==> src/logic/tcc_pkg.sv <==
// Package: register map, fields, modes and constants of the 16-bit timer with capture
package tcc_pkg;
  // Byte register indices on the 8-bit register port
  localparam logic [3:0] ADDR_CTRL_A = 4'h0;
  localparam logic [3:0] ADDR_CTRL_B = 4'h1;
  localparam logic [3:0] ADDR_CNT_LO = 4'h2;
  localparam logic [3:0] ADDR_CNT_HI = 4'h3;
  localparam logic [3:0] ADDR_CAP_LO = 4'h4;
  localparam logic [3:0] ADDR_CAP_HI = 4'h5;
  localparam logic [3:0] ADDR_CMPA_LO = 4'h6;
  localparam logic [3:0] ADDR_CMPA_HI = 4'h7;
  localparam logic [3:0] ADDR_FLAGS = 4'h8;
  localparam logic [3:0] ADDR_IRQ_EN = 4'h9;
  localparam logic [3:0] ADDR_CMP_CS = 4'hA;
  // Field positions
  localparam int CTRL_A_WGM_LSB = 0;
  localparam int CTRL_B_CS_LSB = 0;
  localparam int CTRL_B_WGM_LSB = 3;
  localparam int CTRL_B_EDGE_BIT = 6;
  localparam int CTRL_B_FILT_BIT = 7;
  localparam int FLAG_OVF_BIT = 0;
  localparam int FLAG_CAP_BIT = 5;
  localparam int CMP_CS_SEL_BIT = 2;
  localparam int CMP_CS_OUT_BIT = 5;
  // Values
  localparam logic [15:0] CNT_BOTTOM = 16'h0000;
  localparam logic [15:0] CNT_MAX = 16'hFFFF;
  localparam logic [15:0] TOP_8BIT = 16'h00FF;
  localparam logic [15:0] TOP_9BIT = 16'h01FF;
  localparam logic [15:0] TOP_10BIT = 16'h03FF;
  localparam logic [7:0] BYTE_ZERO = 8'h00;
  localparam logic [2:0] CS_STOPPED = 3'h0;
  localparam logic [2:0] CS_EXT_FALL = 3'h6;
  localparam logic [2:0] CS_EXT_RISE = 3'h7;
  localparam int FILTER_SAMPLES = 4;
  // Waveform modes
  localparam logic [3:0] WGM_NORMAL = 4'h0;
  localparam logic [3:0] WGM_PC8 = 4'h1;
  localparam logic [3:0] WGM_PC9 = 4'h2;
  localparam logic [3:0] WGM_PC10 = 4'h3;
  localparam logic [3:0] WGM_CTC_A = 4'h4;
  localparam logic [3:0] WGM_FAST8 = 4'h5;
  localparam logic [3:0] WGM_FAST9 = 4'h6;
  localparam logic [3:0] WGM_FAST10 = 4'h7;
  localparam logic [3:0] WGM_PFC_CAP = 4'h8;
  localparam logic [3:0] WGM_PFC_A = 4'h9;
  localparam logic [3:0] WGM_PC_CAP = 4'hA;
  localparam logic [3:0] WGM_PC_A = 4'hB;
  localparam logic [3:0] WGM_CTC_CAP = 4'hC;
  localparam logic [3:0] WGM_FAST_CAP = 4'hE;
  localparam logic [3:0] WGM_FAST_A = 4'hF;
  typedef enum logic [0:0] {DIR_UP, DIR_DOWN} tcc_dir_t;
endpackage

==> src/logic/tcc_filter.sv <==
// Four-sample noise filter for the capture input
`timescale 1ns/1ps
`default_nettype none
module tcc_filter #(
  parameter int SAMPLES = tcc_pkg::FILTER_SAMPLES
) (
  input wire logic clk,
  input wire logic rst_n,
  input wire logic din,
  output logic dout
);
  import tcc_pkg::*;
  initial begin
    if (SAMPLES < 2) begin
      $error("tcc_filter needs at least two samples");
    end
  end
  typedef struct packed {
    logic [SAMPLES-1:0] hist;
    logic out;
  } tcc_filt_t;
  tcc_filt_t st_reg;
  tcc_filt_t st_next;
  always_comb begin
    st_next = st_reg;
    st_next.hist = {st_reg.hist[SAMPLES-2:0], din};
    // Output follows only when the newest samples all agree
    if (&st_next.hist) begin
      st_next.out = 1'b1;
    end else if (~|st_next.hist) begin
      st_next.out = 1'b0;
    end
  end
  always_ff @(posedge clk or negedge rst_n) begin
    if (!rst_n) begin
      st_reg <= '0;
    end else begin
      st_reg <= st_next;
    end
  end
  assign dout = st_reg.out;
  filter_agree_a: assert property (@(posedge clk) disable iff (!rst_n)
    (st_reg.out != $past(st_reg.out))
      |-> ($past({st_reg.hist[SAMPLES-2:0], din}) == {SAMPLES{st_reg.out}}))
    else $error("Filter output changed without agreeing samples");
endmodule
`default_nettype wire

==> src/logic/tcc_timer.sv <==
// Top: 16-bit timer counter with input capture and shared high-byte holding register
`timescale 1ns/1ps
`default_nettype none
module tcc_timer (
  input wire logic REF_CLK,
  input wire logic RST_N,
  input wire logic [3:0] ADDR,
  input wire logic [7:0] WDATA,
  input wire logic WR,
  input wire logic RD,
  output logic [7:0] RDATA,
  input wire logic [4:0] PRESCALE_TICK,
  input wire logic EXTERNAL_COUNT_PIN,
  input wire logic CAPTURE_INPUT_PIN,
  input wire logic COMPARATOR_OUTPUT,
  input wire logic OVF_IRQ_ACK,
  input wire logic CAP_IRQ_ACK,
  output logic OVF_IRQ,
  output logic CAP_IRQ,
  output logic [15:0] COUNT_VALUE
);
  import tcc_pkg::*;
  typedef struct packed {
    logic [7:0] timer_control_a;
    logic [7:0] timer_control_b;
    logic [7:0] hold;
    logic [15:0] count_value;
    logic [15:0] capture_value;
    logic [15:0] compare_a_value;
    logic overflow_flag;
    logic capture_flag;
    logic ovf_irq_enable;
    logic capture_irq_enable;
    logic comparator_capture_select;
    tcc_dir_t dir;
    logic [1:0] ext_sync;
    logic ext_prev;
    logic [1:0] cap_sync;
    logic edge_prev;
    logic [7:0] rdata;
    logic ovf_irq;
    logic cap_irq;
  } tcc_state_t;
  tcc_state_t st_reg;
  tcc_state_t st_next;
  logic filt_out;
  logic cap_src;
  assign cap_src = st_reg.comparator_capture_select ? COMPARATOR_OUTPUT : CAPTURE_INPUT_PIN;
  // ------------------------------
  // Noise filter
  // ------------------------------
  tcc_filter #(.SAMPLES(FILTER_SAMPLES)) u_filter (
    .clk(REF_CLK),
    .rst_n(RST_N),
    .din(st_reg.cap_sync[1]),
    .dout(filt_out)
  );
  // ------------------------------
  // Helpers
  // ------------------------------
  function automatic logic [3:0] wgm_of(input logic [7:0] ca, input logic [7:0] cb);
    wgm_of = {cb[CTRL_B_WGM_LSB+1], cb[CTRL_B_WGM_LSB], ca[CTRL_A_WGM_LSB+1], ca[CTRL_A_WGM_LSB]};
  endfunction
  function automatic logic top_from_capture(input logic [3:0] m);
    top_from_capture = (m == WGM_PFC_CAP) || (m == WGM_PC_CAP) || (m == WGM_CTC_CAP) ||
                       (m == WGM_FAST_CAP);
  endfunction
  logic [3:0] wgm;
  logic [15:0] top;
  logic tick;
  logic is_pc;
  logic is_ctc;
  logic edge_in;
  logic capture_evt;
  assign wgm = wgm_of(st_reg.timer_control_a, st_reg.timer_control_b);
  // Top value per mode
  always_comb begin
    top = CNT_MAX;
    case (wgm)
      WGM_PC8, WGM_FAST8: top = TOP_8BIT;
      WGM_PC9, WGM_FAST9: top = TOP_9BIT;
      WGM_PC10, WGM_FAST10: top = TOP_10BIT;
      WGM_CTC_A, WGM_PFC_A, WGM_PC_A, WGM_FAST_A: top = st_reg.compare_a_value;
      WGM_PFC_CAP, WGM_PC_CAP, WGM_CTC_CAP, WGM_FAST_CAP: top = st_reg.capture_value;
      default: top = CNT_MAX;
    endcase
  end
  assign is_pc = (wgm >= WGM_PC8 && wgm <= WGM_PC10) || (wgm >= WGM_PFC_CAP && wgm <= WGM_PC_A);
  assign is_ctc = (wgm == WGM_CTC_A) || (wgm == WGM_CTC_CAP);
  // Tick selection
  always_comb begin
    tick = 1'b0;
    case (st_reg.timer_control_b[CTRL_B_CS_LSB+2:CTRL_B_CS_LSB])
      CS_STOPPED: tick = 1'b0;
      CS_EXT_FALL: tick = st_reg.ext_prev & ~st_reg.ext_sync[1];
      CS_EXT_RISE: tick = ~st_reg.ext_prev & st_reg.ext_sync[1];
      default: tick = PRESCALE_TICK[st_reg.timer_control_b[CTRL_B_CS_LSB+2:CTRL_B_CS_LSB] - 3'h1];
    endcase
  end
  // Filtered or direct input, edge polarity
  assign edge_in = st_reg.timer_control_b[CTRL_B_FILT_BIT] ? filt_out : st_reg.cap_sync[1];
  assign capture_evt = !top_from_capture(wgm) &&
    (st_reg.timer_control_b[CTRL_B_EDGE_BIT] ? (edge_in & ~st_reg.edge_prev)
                                             : (~edge_in & st_reg.edge_prev));
  // ------------------------------
  // Next state
  // ------------------------------
  always_comb begin
    st_next = st_reg;
    st_next.ext_sync = {st_reg.ext_sync[0], EXTERNAL_COUNT_PIN};
    st_next.ext_prev = st_reg.ext_sync[1];
    // Pin or comparator source; port-driven pin behaves the same
    st_next.cap_sync = {st_reg.cap_sync[0], cap_src};
    st_next.edge_prev = edge_in;
    st_next.rdata = BYTE_ZERO;
    // Counting
    if (tick) begin
      if (is_pc) begin
        if (st_reg.dir == DIR_UP) begin
          if (st_reg.count_value >= top) begin
            st_next.dir = DIR_DOWN;
            st_next.count_value = st_reg.count_value - 16'h0001;
          end else begin
            st_next.count_value = st_reg.count_value + 16'h0001;
          end
        end else if (st_reg.count_value == CNT_BOTTOM) begin
          st_next.dir = DIR_UP;
          st_next.count_value = st_reg.count_value + 16'h0001;
          st_next.overflow_flag = 1'b1;
        end else begin
          st_next.count_value = st_reg.count_value - 16'h0001;
        end
      end else if (st_reg.count_value == top) begin
        st_next.count_value = CNT_BOTTOM;
        st_next.dir = DIR_UP;
        if (!is_ctc) begin
          st_next.overflow_flag = 1'b1;
        end
      end else begin
        st_next.count_value = st_reg.count_value + 16'h0001;
        if (st_reg.count_value == CNT_MAX) begin
          st_next.overflow_flag = 1'b1;
        end
      end
    end
    // Flag clears by acknowledge
    if (OVF_IRQ_ACK) begin
      st_next.overflow_flag = 1'b0;
    end
    if (CAP_IRQ_ACK) begin
      st_next.capture_flag = 1'b0;
    end
    // Register reads
    if (RD) begin
      if (ADDR == ADDR_CTRL_A) begin
        st_next.rdata = st_reg.timer_control_a;
      end else if (ADDR == ADDR_CTRL_B) begin
        st_next.rdata = st_reg.timer_control_b;
      end else if (ADDR == ADDR_CNT_LO) begin
        st_next.rdata = st_reg.count_value[7:0];
        st_next.hold = st_reg.count_value[15:8];
      end else if (ADDR == ADDR_CAP_LO) begin
        st_next.rdata = st_reg.capture_value[7:0];
        st_next.hold = st_reg.capture_value[15:8];
      end else if (ADDR == ADDR_CNT_HI || ADDR == ADDR_CAP_HI) begin
        st_next.rdata = st_reg.hold;
      end else if (ADDR == ADDR_CMPA_LO) begin
        st_next.rdata = st_reg.compare_a_value[7:0];
      end else if (ADDR == ADDR_CMPA_HI) begin
        st_next.rdata = st_reg.compare_a_value[15:8];
      end else if (ADDR == ADDR_FLAGS) begin
        st_next.rdata[FLAG_OVF_BIT] = st_reg.overflow_flag;
        st_next.rdata[FLAG_CAP_BIT] = st_reg.capture_flag;
      end else if (ADDR == ADDR_IRQ_EN) begin
        st_next.rdata[FLAG_OVF_BIT] = st_reg.ovf_irq_enable;
        st_next.rdata[FLAG_CAP_BIT] = st_reg.capture_irq_enable;
      end else if (ADDR == ADDR_CMP_CS) begin
        st_next.rdata[CMP_CS_SEL_BIT] = st_reg.comparator_capture_select;
        st_next.rdata[CMP_CS_OUT_BIT] = COMPARATOR_OUTPUT;
      end
    end
    // Register writes; counter write beats counting
    if (WR) begin
      if (ADDR == ADDR_CTRL_A) begin
        st_next.timer_control_a = WDATA;
      end else if (ADDR == ADDR_CTRL_B) begin
        st_next.timer_control_b = WDATA;
      end else if (ADDR == ADDR_CNT_HI || ADDR == ADDR_CAP_HI || ADDR == ADDR_CMPA_HI) begin
        st_next.hold = WDATA;
      end else if (ADDR == ADDR_CNT_LO) begin
        st_next.count_value = {st_reg.hold, WDATA};
      end else if (ADDR == ADDR_CAP_LO) begin
        if (top_from_capture(wgm)) begin
          st_next.capture_value = {st_reg.hold, WDATA};
        end
      end else if (ADDR == ADDR_CMPA_LO) begin
        st_next.compare_a_value = {st_reg.hold, WDATA};
      end else if (ADDR == ADDR_FLAGS) begin
        if (WDATA[FLAG_OVF_BIT]) begin
          st_next.overflow_flag = 1'b0;
        end
        if (WDATA[FLAG_CAP_BIT]) begin
          st_next.capture_flag = 1'b0;
        end
      end else if (ADDR == ADDR_IRQ_EN) begin
        st_next.ovf_irq_enable = WDATA[FLAG_OVF_BIT];
        st_next.capture_irq_enable = WDATA[FLAG_CAP_BIT];
      end else if (ADDR == ADDR_CMP_CS) begin
        st_next.comparator_capture_select = WDATA[CMP_CS_SEL_BIT];
      end
    end
    // Capture: set wins over clear, overwrites old value
    if (capture_evt) begin
      st_next.capture_value = st_reg.count_value;
      st_next.capture_flag = 1'b1;
    end
    st_next.ovf_irq = st_next.overflow_flag & st_next.ovf_irq_enable;
    st_next.cap_irq = st_next.capture_flag & st_next.capture_irq_enable;
  end
  always_ff @(posedge REF_CLK or negedge RST_N) begin
    if (!RST_N) begin
      st_reg <= '0;
    end else begin
      st_reg <= st_next;
    end
  end
  assign RDATA = st_reg.rdata;
  assign OVF_IRQ = st_reg.ovf_irq;
  assign CAP_IRQ = st_reg.cap_irq;
  assign COUNT_VALUE = st_reg.count_value;
  // ------------------------------
  // Checks
  // ------------------------------
  low_write_atomic_a: assert property (@(posedge REF_CLK) disable iff (!RST_N)
    (WR && ADDR == ADDR_CNT_LO) |=> (st_reg.count_value == {$past(st_reg.hold), $past(WDATA)}))
    else $error("Counter low write did not load both bytes");
  low_read_hold_a: assert property (@(posedge REF_CLK) disable iff (!RST_N)
    (RD && ADDR == ADDR_CAP_LO && !WR) |=> (st_reg.hold == $past(st_reg.capture_value[15:8])))
    else $error("Capture low read did not latch upper byte");
  stopped_count_a: assert property (@(posedge REF_CLK) disable iff (!RST_N)
    (st_reg.timer_control_b[2:0] == CS_STOPPED && !WR) |=> $stable(st_reg.count_value))
    else $error("Counter moved with no clock selected");
  capture_copy_a: assert property (@(posedge REF_CLK) disable iff (!RST_N)
    capture_evt |=> (st_reg.capture_flag && st_reg.capture_value == $past(st_reg.count_value)))
    else $error("Capture did not copy counter and set flag");
  capture_blocked_a: assert property (@(posedge REF_CLK) disable iff (!RST_N)
    top_from_capture(wgm) |-> !capture_evt)
    else $error("Capture fired in capture-top mode");
  flag_clear_a: assert property (@(posedge REF_CLK) disable iff (!RST_N)
    (WR && ADDR == ADDR_FLAGS && WDATA[FLAG_CAP_BIT] && !capture_evt) |=> !st_reg.capture_flag)
    else $error("Capture flag not cleared by writing one");
  cap_irq_gate_a: assert property (@(posedge REF_CLK) disable iff (!RST_N)
    CAP_IRQ |-> $past(st_next.capture_flag & st_next.capture_irq_enable))
    else $error("Capture interrupt without enabled flag");
  hold_keeps_a: assert property (@(posedge REF_CLK) disable iff (!RST_N)
    (!WR && !(RD && (ADDR == ADDR_CNT_LO || ADDR == ADDR_CAP_LO))) |=> $stable(st_reg.hold))
    else $error("Holding register changed without access");
  normal_wrap_a: assert property (@(posedge REF_CLK) disable iff (!RST_N)
    (tick && wgm == WGM_NORMAL && st_reg.count_value == CNT_MAX && !WR)
      |=> (st_reg.overflow_flag && st_reg.count_value == CNT_BOTTOM))
    else $error("Normal mode wrap did not set overflow");
endmodule
`default_nettype wire

==> config.mk <==
export PLATFORM = sky130hd
export DESIGN_NAME = tcc_timer
export DESIGN_NICKNAME = d
export VERILOG_FILES = /design/src/logic/tcc_pkg.sv /design/src/logic/tcc_filter.sv /design/src/logic/tcc_timer.sv
export SDC_FILE = /design/constraint.sdc
export NUM_CORES = 1
export LEC_CHECK = 0
export ABC_AREA = 1
export BUFFER_PORTS_ARGS = -buffer_cell sky130_fd_sc_hd__buf_2
export CELL_PAD_IN_SITES_DETAIL_PLACEMENT = 1
export CELL_PAD_IN_SITES_GLOBAL_PLACEMENT = 2
export CORE_MARGIN = 2
export CORE_UTILIZATION = 36
export CTS_BUF_LIST = sky130_fd_sc_hd__clkbuf_4
export DETAILED_ROUTE_END_ITERATION = 8
export GPL_ROUTABILITY_DRIVEN = 0
export PLACE_DENSITY_LB_ADDON = 0.2
export REMOVE_ABC_BUFFERS = 1
export SYNTH_ARGS = -nofsm -noshare
export SYNTH_HDL_FRONTEND = slang
export SYNTH_HIERARCHICAL = 1
export SYNTH_SLANG_ARGS = --single-unit
==> constraint.sdc <==
create_clock -name REF_CLK -period 4.31 [get_ports REF_CLK]
set_clock_uncertainty 0.15 [all_clocks]
set_input_delay 0.862 -clock REF_CLK [delete_from_list [all_inputs] [get_ports REF_CLK]]
set_output_delay 0.862 -clock REF_CLK [all_outputs]
set_load 0.01 [all_outputs]
# Word-level counts from Yosys, hierarchy flattened
# Cells that the tools add are included.
[word_totals]
output_inout_bits = 26
wordCells = 188
regBits = 98
[op_classes]
n_eq_ne = 33
n_addsub = 3
n_reduce_logical = 31
mux = 76
magnitude_cmp = 6
bitwise_logic = 18
[ops]
columns = ["op", "count"]
rows = [
  ["$mux W61", 3],
  ["$mux W16", 11],
  ["$mux W8", 13],
  ["$pmux W16 S5", 1],
  ["$mux W53", 1],
  ["$eq A4 B4 Y1 const B", 10],
  ["$mux W1", 37],
  ["$mux W37", 1],
  ["$eq A4 B3 Y1 const B", 8],
  ["$mux W21", 1],
  ["$add A16 B1 Y16 const B", 1],
  ["$eq A16 B16 Y1", 1],
  ["$eq A16 B16 Y1 const B", 1],
  ["$eq A4 B2 Y1 const B", 4],
  ["$ge A16 B16 Y1", 1],
  ["$logic_not A16 Y1", 1],
  ["$sub A16 B1 Y16 const B", 1],
  ["$reduce_and A7 Y1", 2],
  ["$not A1 Y1", 12],
  ["$reduce_or A4 Y1", 3],
  ["$reduce_and A10 Y1", 1],
  ["$eq A4 B1 Y1 const B", 2],
  ["$mux W2", 4],
  ["$ne A2 B2 Y1 const B", 4],
  ["23 further kinds", 43],
]

# Logic depth before layout (Yosys ltp)
[logic_depth]
depth_word = 19
ltp_mapped = 25
ltp_nobuf = 25

# Cells and area by module
# Netlist, hierarchy kept.
[by_module_without_submodules]
columns = ["mod", "cells_each", "instances", "seq_area_each_um2", "area_each_um2"]
rows = [
  ["tcc_timer", 930, 1, 2352.3, 6591.3],
  ["tcc_filter", 10, 1, 100.1, 125.1],
]

# Worst setup path before layout
# No wires, ideal clock.
[synth_path]
kind = "register -> register"
startpoint = "register st_reg[82] (netlist name)"
endpoint = "register st_reg, in the netlist COUNT_VALUE[8]"
arrival_time_ns = 3.111
slack_ns = 0.926
setup_time_ns = 0.123
stages_incl_launch_ff = 23
period_less_slack_ns = 3.384
cell_sequence = "dfrtp_1 > inv_2 > nor2_2 > inv_1 > o21ai_0 > a21oi_2 > nor3_2 > buf_2 > a221oi_1 > ha_1 > nand2_1 > inv_1 > nand2_1 > nor2_1 > nand2_1 > nand2_1 > nor2_1 > nand2_1 > nand2_2 > a21oi_1 > nor2_1 > o21ai_0 > nand2_1"
[synth_rtl]
columns = ["element", "line_no", "source"]
rows = [
  ["start, declared", "tcc_timer.sv:44", "tcc_state_t st_reg;"],
  ["start signal, assigned", "tcc_timer.sv:224", "st_reg <= st_next;"],
]

==> impl_metrics.toml <==
[worst_setup_path]
cp_cell_sequence = "inv_2, nor2_2, inv_1, o21ai_0, a21oi_2, buf_4, inv_1, nor2_1, a2111oi_0, ha_1, nand2_1, inv_1, nand2_1, nor2_1, nand2_1, nand2_1, nor2_1, nand2_1, nand3_1, inv_1, nand2_1, nand2_1, o21ai_0, nand2_1"
critPathMaxStageDelay_ns = 0.49
path_common_cell = "nand2_1"
worst_setup_path_end_kind = "register"
required_ns = 4.59
cp-start-kind = "register"
r2r_slack_ns = 0.44
crit_fanout = 15
crit_arrival_ns = 4.15
path_class = "reg -> reg"
crit_family = "simple AND/OR/NAND/NOR gates"
cp_slowest_cell = "a2111oi_0"
cp_num_buf_inv = 6

[sta]
fin_setup_tns_ns = 0
finalCritPeriodShare_pct = 89.7
fmax_mhz = 259
whs_ns = 0.229
rsz0062_at_grt = "false"
min_period_ns = 3.87
report.final.slew_viol_count = 0
tightest_slew_ns = 0.977
hold_violations = 0
maxSlewHeadroom_pct = 34.7
setup-violations-final = 0

[finish]
fin_cells = 1195
regArea_um2 = 2450
fin_util_pct = 39.7
largest_reg_flops = 65
fillers = 2312
drive_above_1_share_pct = 13.0
multiInputGateArea_um2 = 3510
areaGrowthSynthToFinish_pct = 7.38
nets = 1008

[power]
finalPower_uw = 4510
ir_worst_vdd_mv = 0.289
power_density_nw_per_um2 = 625
leakage_uw = 0.00351

[synthesis]
synth_flop_cell = "dfrtp_1"
syn_inst = 940
yosysSeqAreaShare_pct = 36.5
synthArstFlopShare_pct = 100
ys_warn_count = 6
synth_edf_count = 0
synth_cell_type_count = 49
mappedNetlistArea_um2 = 6720
ys_ff_latch = 98
syn_avg_cell_area_um2 = 7.15

[clock_network]
clock_path_buffers = 2
clock-root-buffer = "clkbuf_4"
cts_tree = "done"
clock_latency_ns = 0.53
numCtsBuffers = 9
clk_pin_slew_ns = 0.18
ctsHtreeMaxLevel = 3
cts.sink_count = 98

[routing]
drtPass1Iterations = 5
avgViaCountPerCell = 5.44
ant_nets = 0
wl_um = 25500
drtIter0Drc = 489
wl_per_cell_um = 21.3
drcViolationCount = 0
dr_total_vias = 6502

[global_route]
antenna_found_initial = 1
grt_pass1_wl_um = 39000
grt_overflow = 0
first_global_vias = 6391
grt_start_max_net_pins = 66
grt.total_usage_pct = 26.2

[die]
coreArea_um2 = 18100
fp.dieArea_um2 = 19800
ios = 52
num_rows = 49
die_h_um = 141
initial_core_util_pct = 37.0
die_x_um = 141

[placed_design]
hpwl_um = 19100
dp.cells = 1176
port-buffer-count = 51

[worst_hold_path]
hp-class = "reg -> reg"

[status]
status = "finished, final reports clean"

[flow_run]
drv_cap = 0
-- path summary, 6_finish.rpt --
kind / startpoint / to / cells after the start
setup / recovery: st_reg[82] / COUNT_VALUE[9] / 24
hold / removal: st_next[15] / st_next[13] / 0
setup reg to reg: st_reg[82] / COUNT_VALUE[9] / 24
hold reg to reg: st_next[15] / st_next[13] / 0
max in group asynchronous: RST_N / st_next[12] / 2
min in group asynchronous: RST_N / u_filter/dout / 1
-- synth_stat cells, types with 3 or more instances --
| cell type | n | area (µm²) |
|---|---|---|
| a221oi_1 | 6 | 52.6 |
| a211oi_1 | 11 | 82.6 |
| ha_1 | 22 | 275 |
| buf_4 | 25 | 188 |
| nor3_1 | 14 | 70.1 |
| buf_2 | 11 | 55.1 |
| nand2_2 | 4 | 25.0 |
| a22oi_1 | 8 | 60.1 |
| nand3_1 | 44 | 220 |
| inv_2 | 10 | 37.5 |
| nand2_1 | 230 | 863 |
| nand3b_1 | 3 | 22.5 |
| o22ai_1 | 6 | 37.5 |
| nand3_2 | 3 | 30.0 |
| o211ai_1 | 5 | 37.5 |
| nor3_2 | 3 | 30.0 |
| xor2_1 | 20 | 175 |
| nand4_1 | 9 | 56.3 |
| a31oi_1 | 3 | 18.8 |
| clkbuf_1 | 23 | 86.3 |
| nor2_2 | 6 | 37.5 |
| a21oi_1 | 72 | 360 |
| o21ai_1 | 15 | 75.1 |
| clkinv_1 | 3 | 11.3 |
| o21ai_0 | 89 | 445 |
| dfrtp_1 | 98 | 2450 |
| or2_2 | 3 | 18.8 |
| inv_1 | 98 | 368 |
| nor2_1 | 68 | 255 |
-- worst reg2reg max path: stages (launching register included) --
cell	delay [ns]
dfrtp_1	0.48
inv_2	0.11
nor2_2	0.19
inv_1	0.09
o21ai_0	0.11
a21oi_2	0.08
buf_4	0.21
inv_1	0.09
nor2_1	0.05
a2111oi_0	0.49
ha_1	0.33
nand2_1	0.07
inv_1	0.07
nand2_1	0.06
nor2_1	0.04
nand2_1	0.11
nand2_1	0.07
nor2_1	0.09
nand2_1	0.10
nand3_1	0.17
inv_1	0.21
nand2_1	0.11
nand2_1	0.05
o21ai_0	0.16
nand2_1	0.08
-- power by group --
| part | internal (µW) | switching [µW] | total [µW] | leakage, µW |
|---|---|---|---|---|
| Clock | 136 | 410 | 546 | 0.0000729 |
| Combinational | 806 | 1530 | 2340 | 0.00220 |
| Sequential | 1190 | 434 | 1620 | 0.00123 |
-- per-stage QoR --
| stage | setup slack, ns | cell area (µm²) |
|---|---|---|
| CTS | 0.206 | 7170 |
| global placement | 0.387 | 7040 |
| finish | 0.443 | 7210 |
| detailed placement | 0.217 | 7040 |
| global route | 0.138 | 7210 |
| floorplan | 0.464 | 6360 |
-- repair_timing --
action / CTS / global route
setup buffers: 0 / 2
endpoints found under the setup margin: 0 / 8
gates resized for setup: 0 / 2
hold buffers: 0 / 0
-- cells by family (layout without fill, tap and decap cells) --
kind of cell | Yosys count | count (layout) | synth area share [%]
buffers and inverters | 172 | 197 | 11.4
other | 0 | 1 | 0
and+or+nand+nor | 393 | 393 | 25.1
AOI/OAI and AO/OA | 231 | 231 | 19.6
DFF | 98 | 98 | 36.5
muxes | 2 | 2 | 0.335
xor gates and xnor gates | 22 | 22 | 2.87
adders and majority gates | 22 | 22 | 4.10
-- cell usage in the layout, fill, tap and decap left out, types with 8 or more instances in the layout --
master and n:
o21ai_1 15, dfrtp_1 98, inv_2 10, buf_4 19
a211oi_1 11, nand3_1 44, nor2_1 68, inv_1 98
a22oi_1 8, nor3_1 14, ha_1 22, xor2_1 20
nand2_1 230, nand4_1 9, a21oi_1 71, clkbuf_4 9
o21ai_0 89, buf_2 50
-- area by class of cell --
class,instances,area share (%)
Antenna cell,1,0.0347
Clock buffer,9,0.937
Clock inverter,7,0.937
Inverter,111,5.78
Multi-Input combinational cell,670,48.6
Sequential cell,98,34.0
Tap cell,229,3.97
Timing Repair Buffer,70,5.73
-- routing by layer --
layer,track usage [%],wire length [µm],up-vias
met5,0,0,-
met3,3.23,1120,21
li1,-,-,3132
met1,39.8,12900,3197
met4,6.68,353,0
met2,39.6,11100,152
No activity file was read; power rests on OpenSTA's default activity.
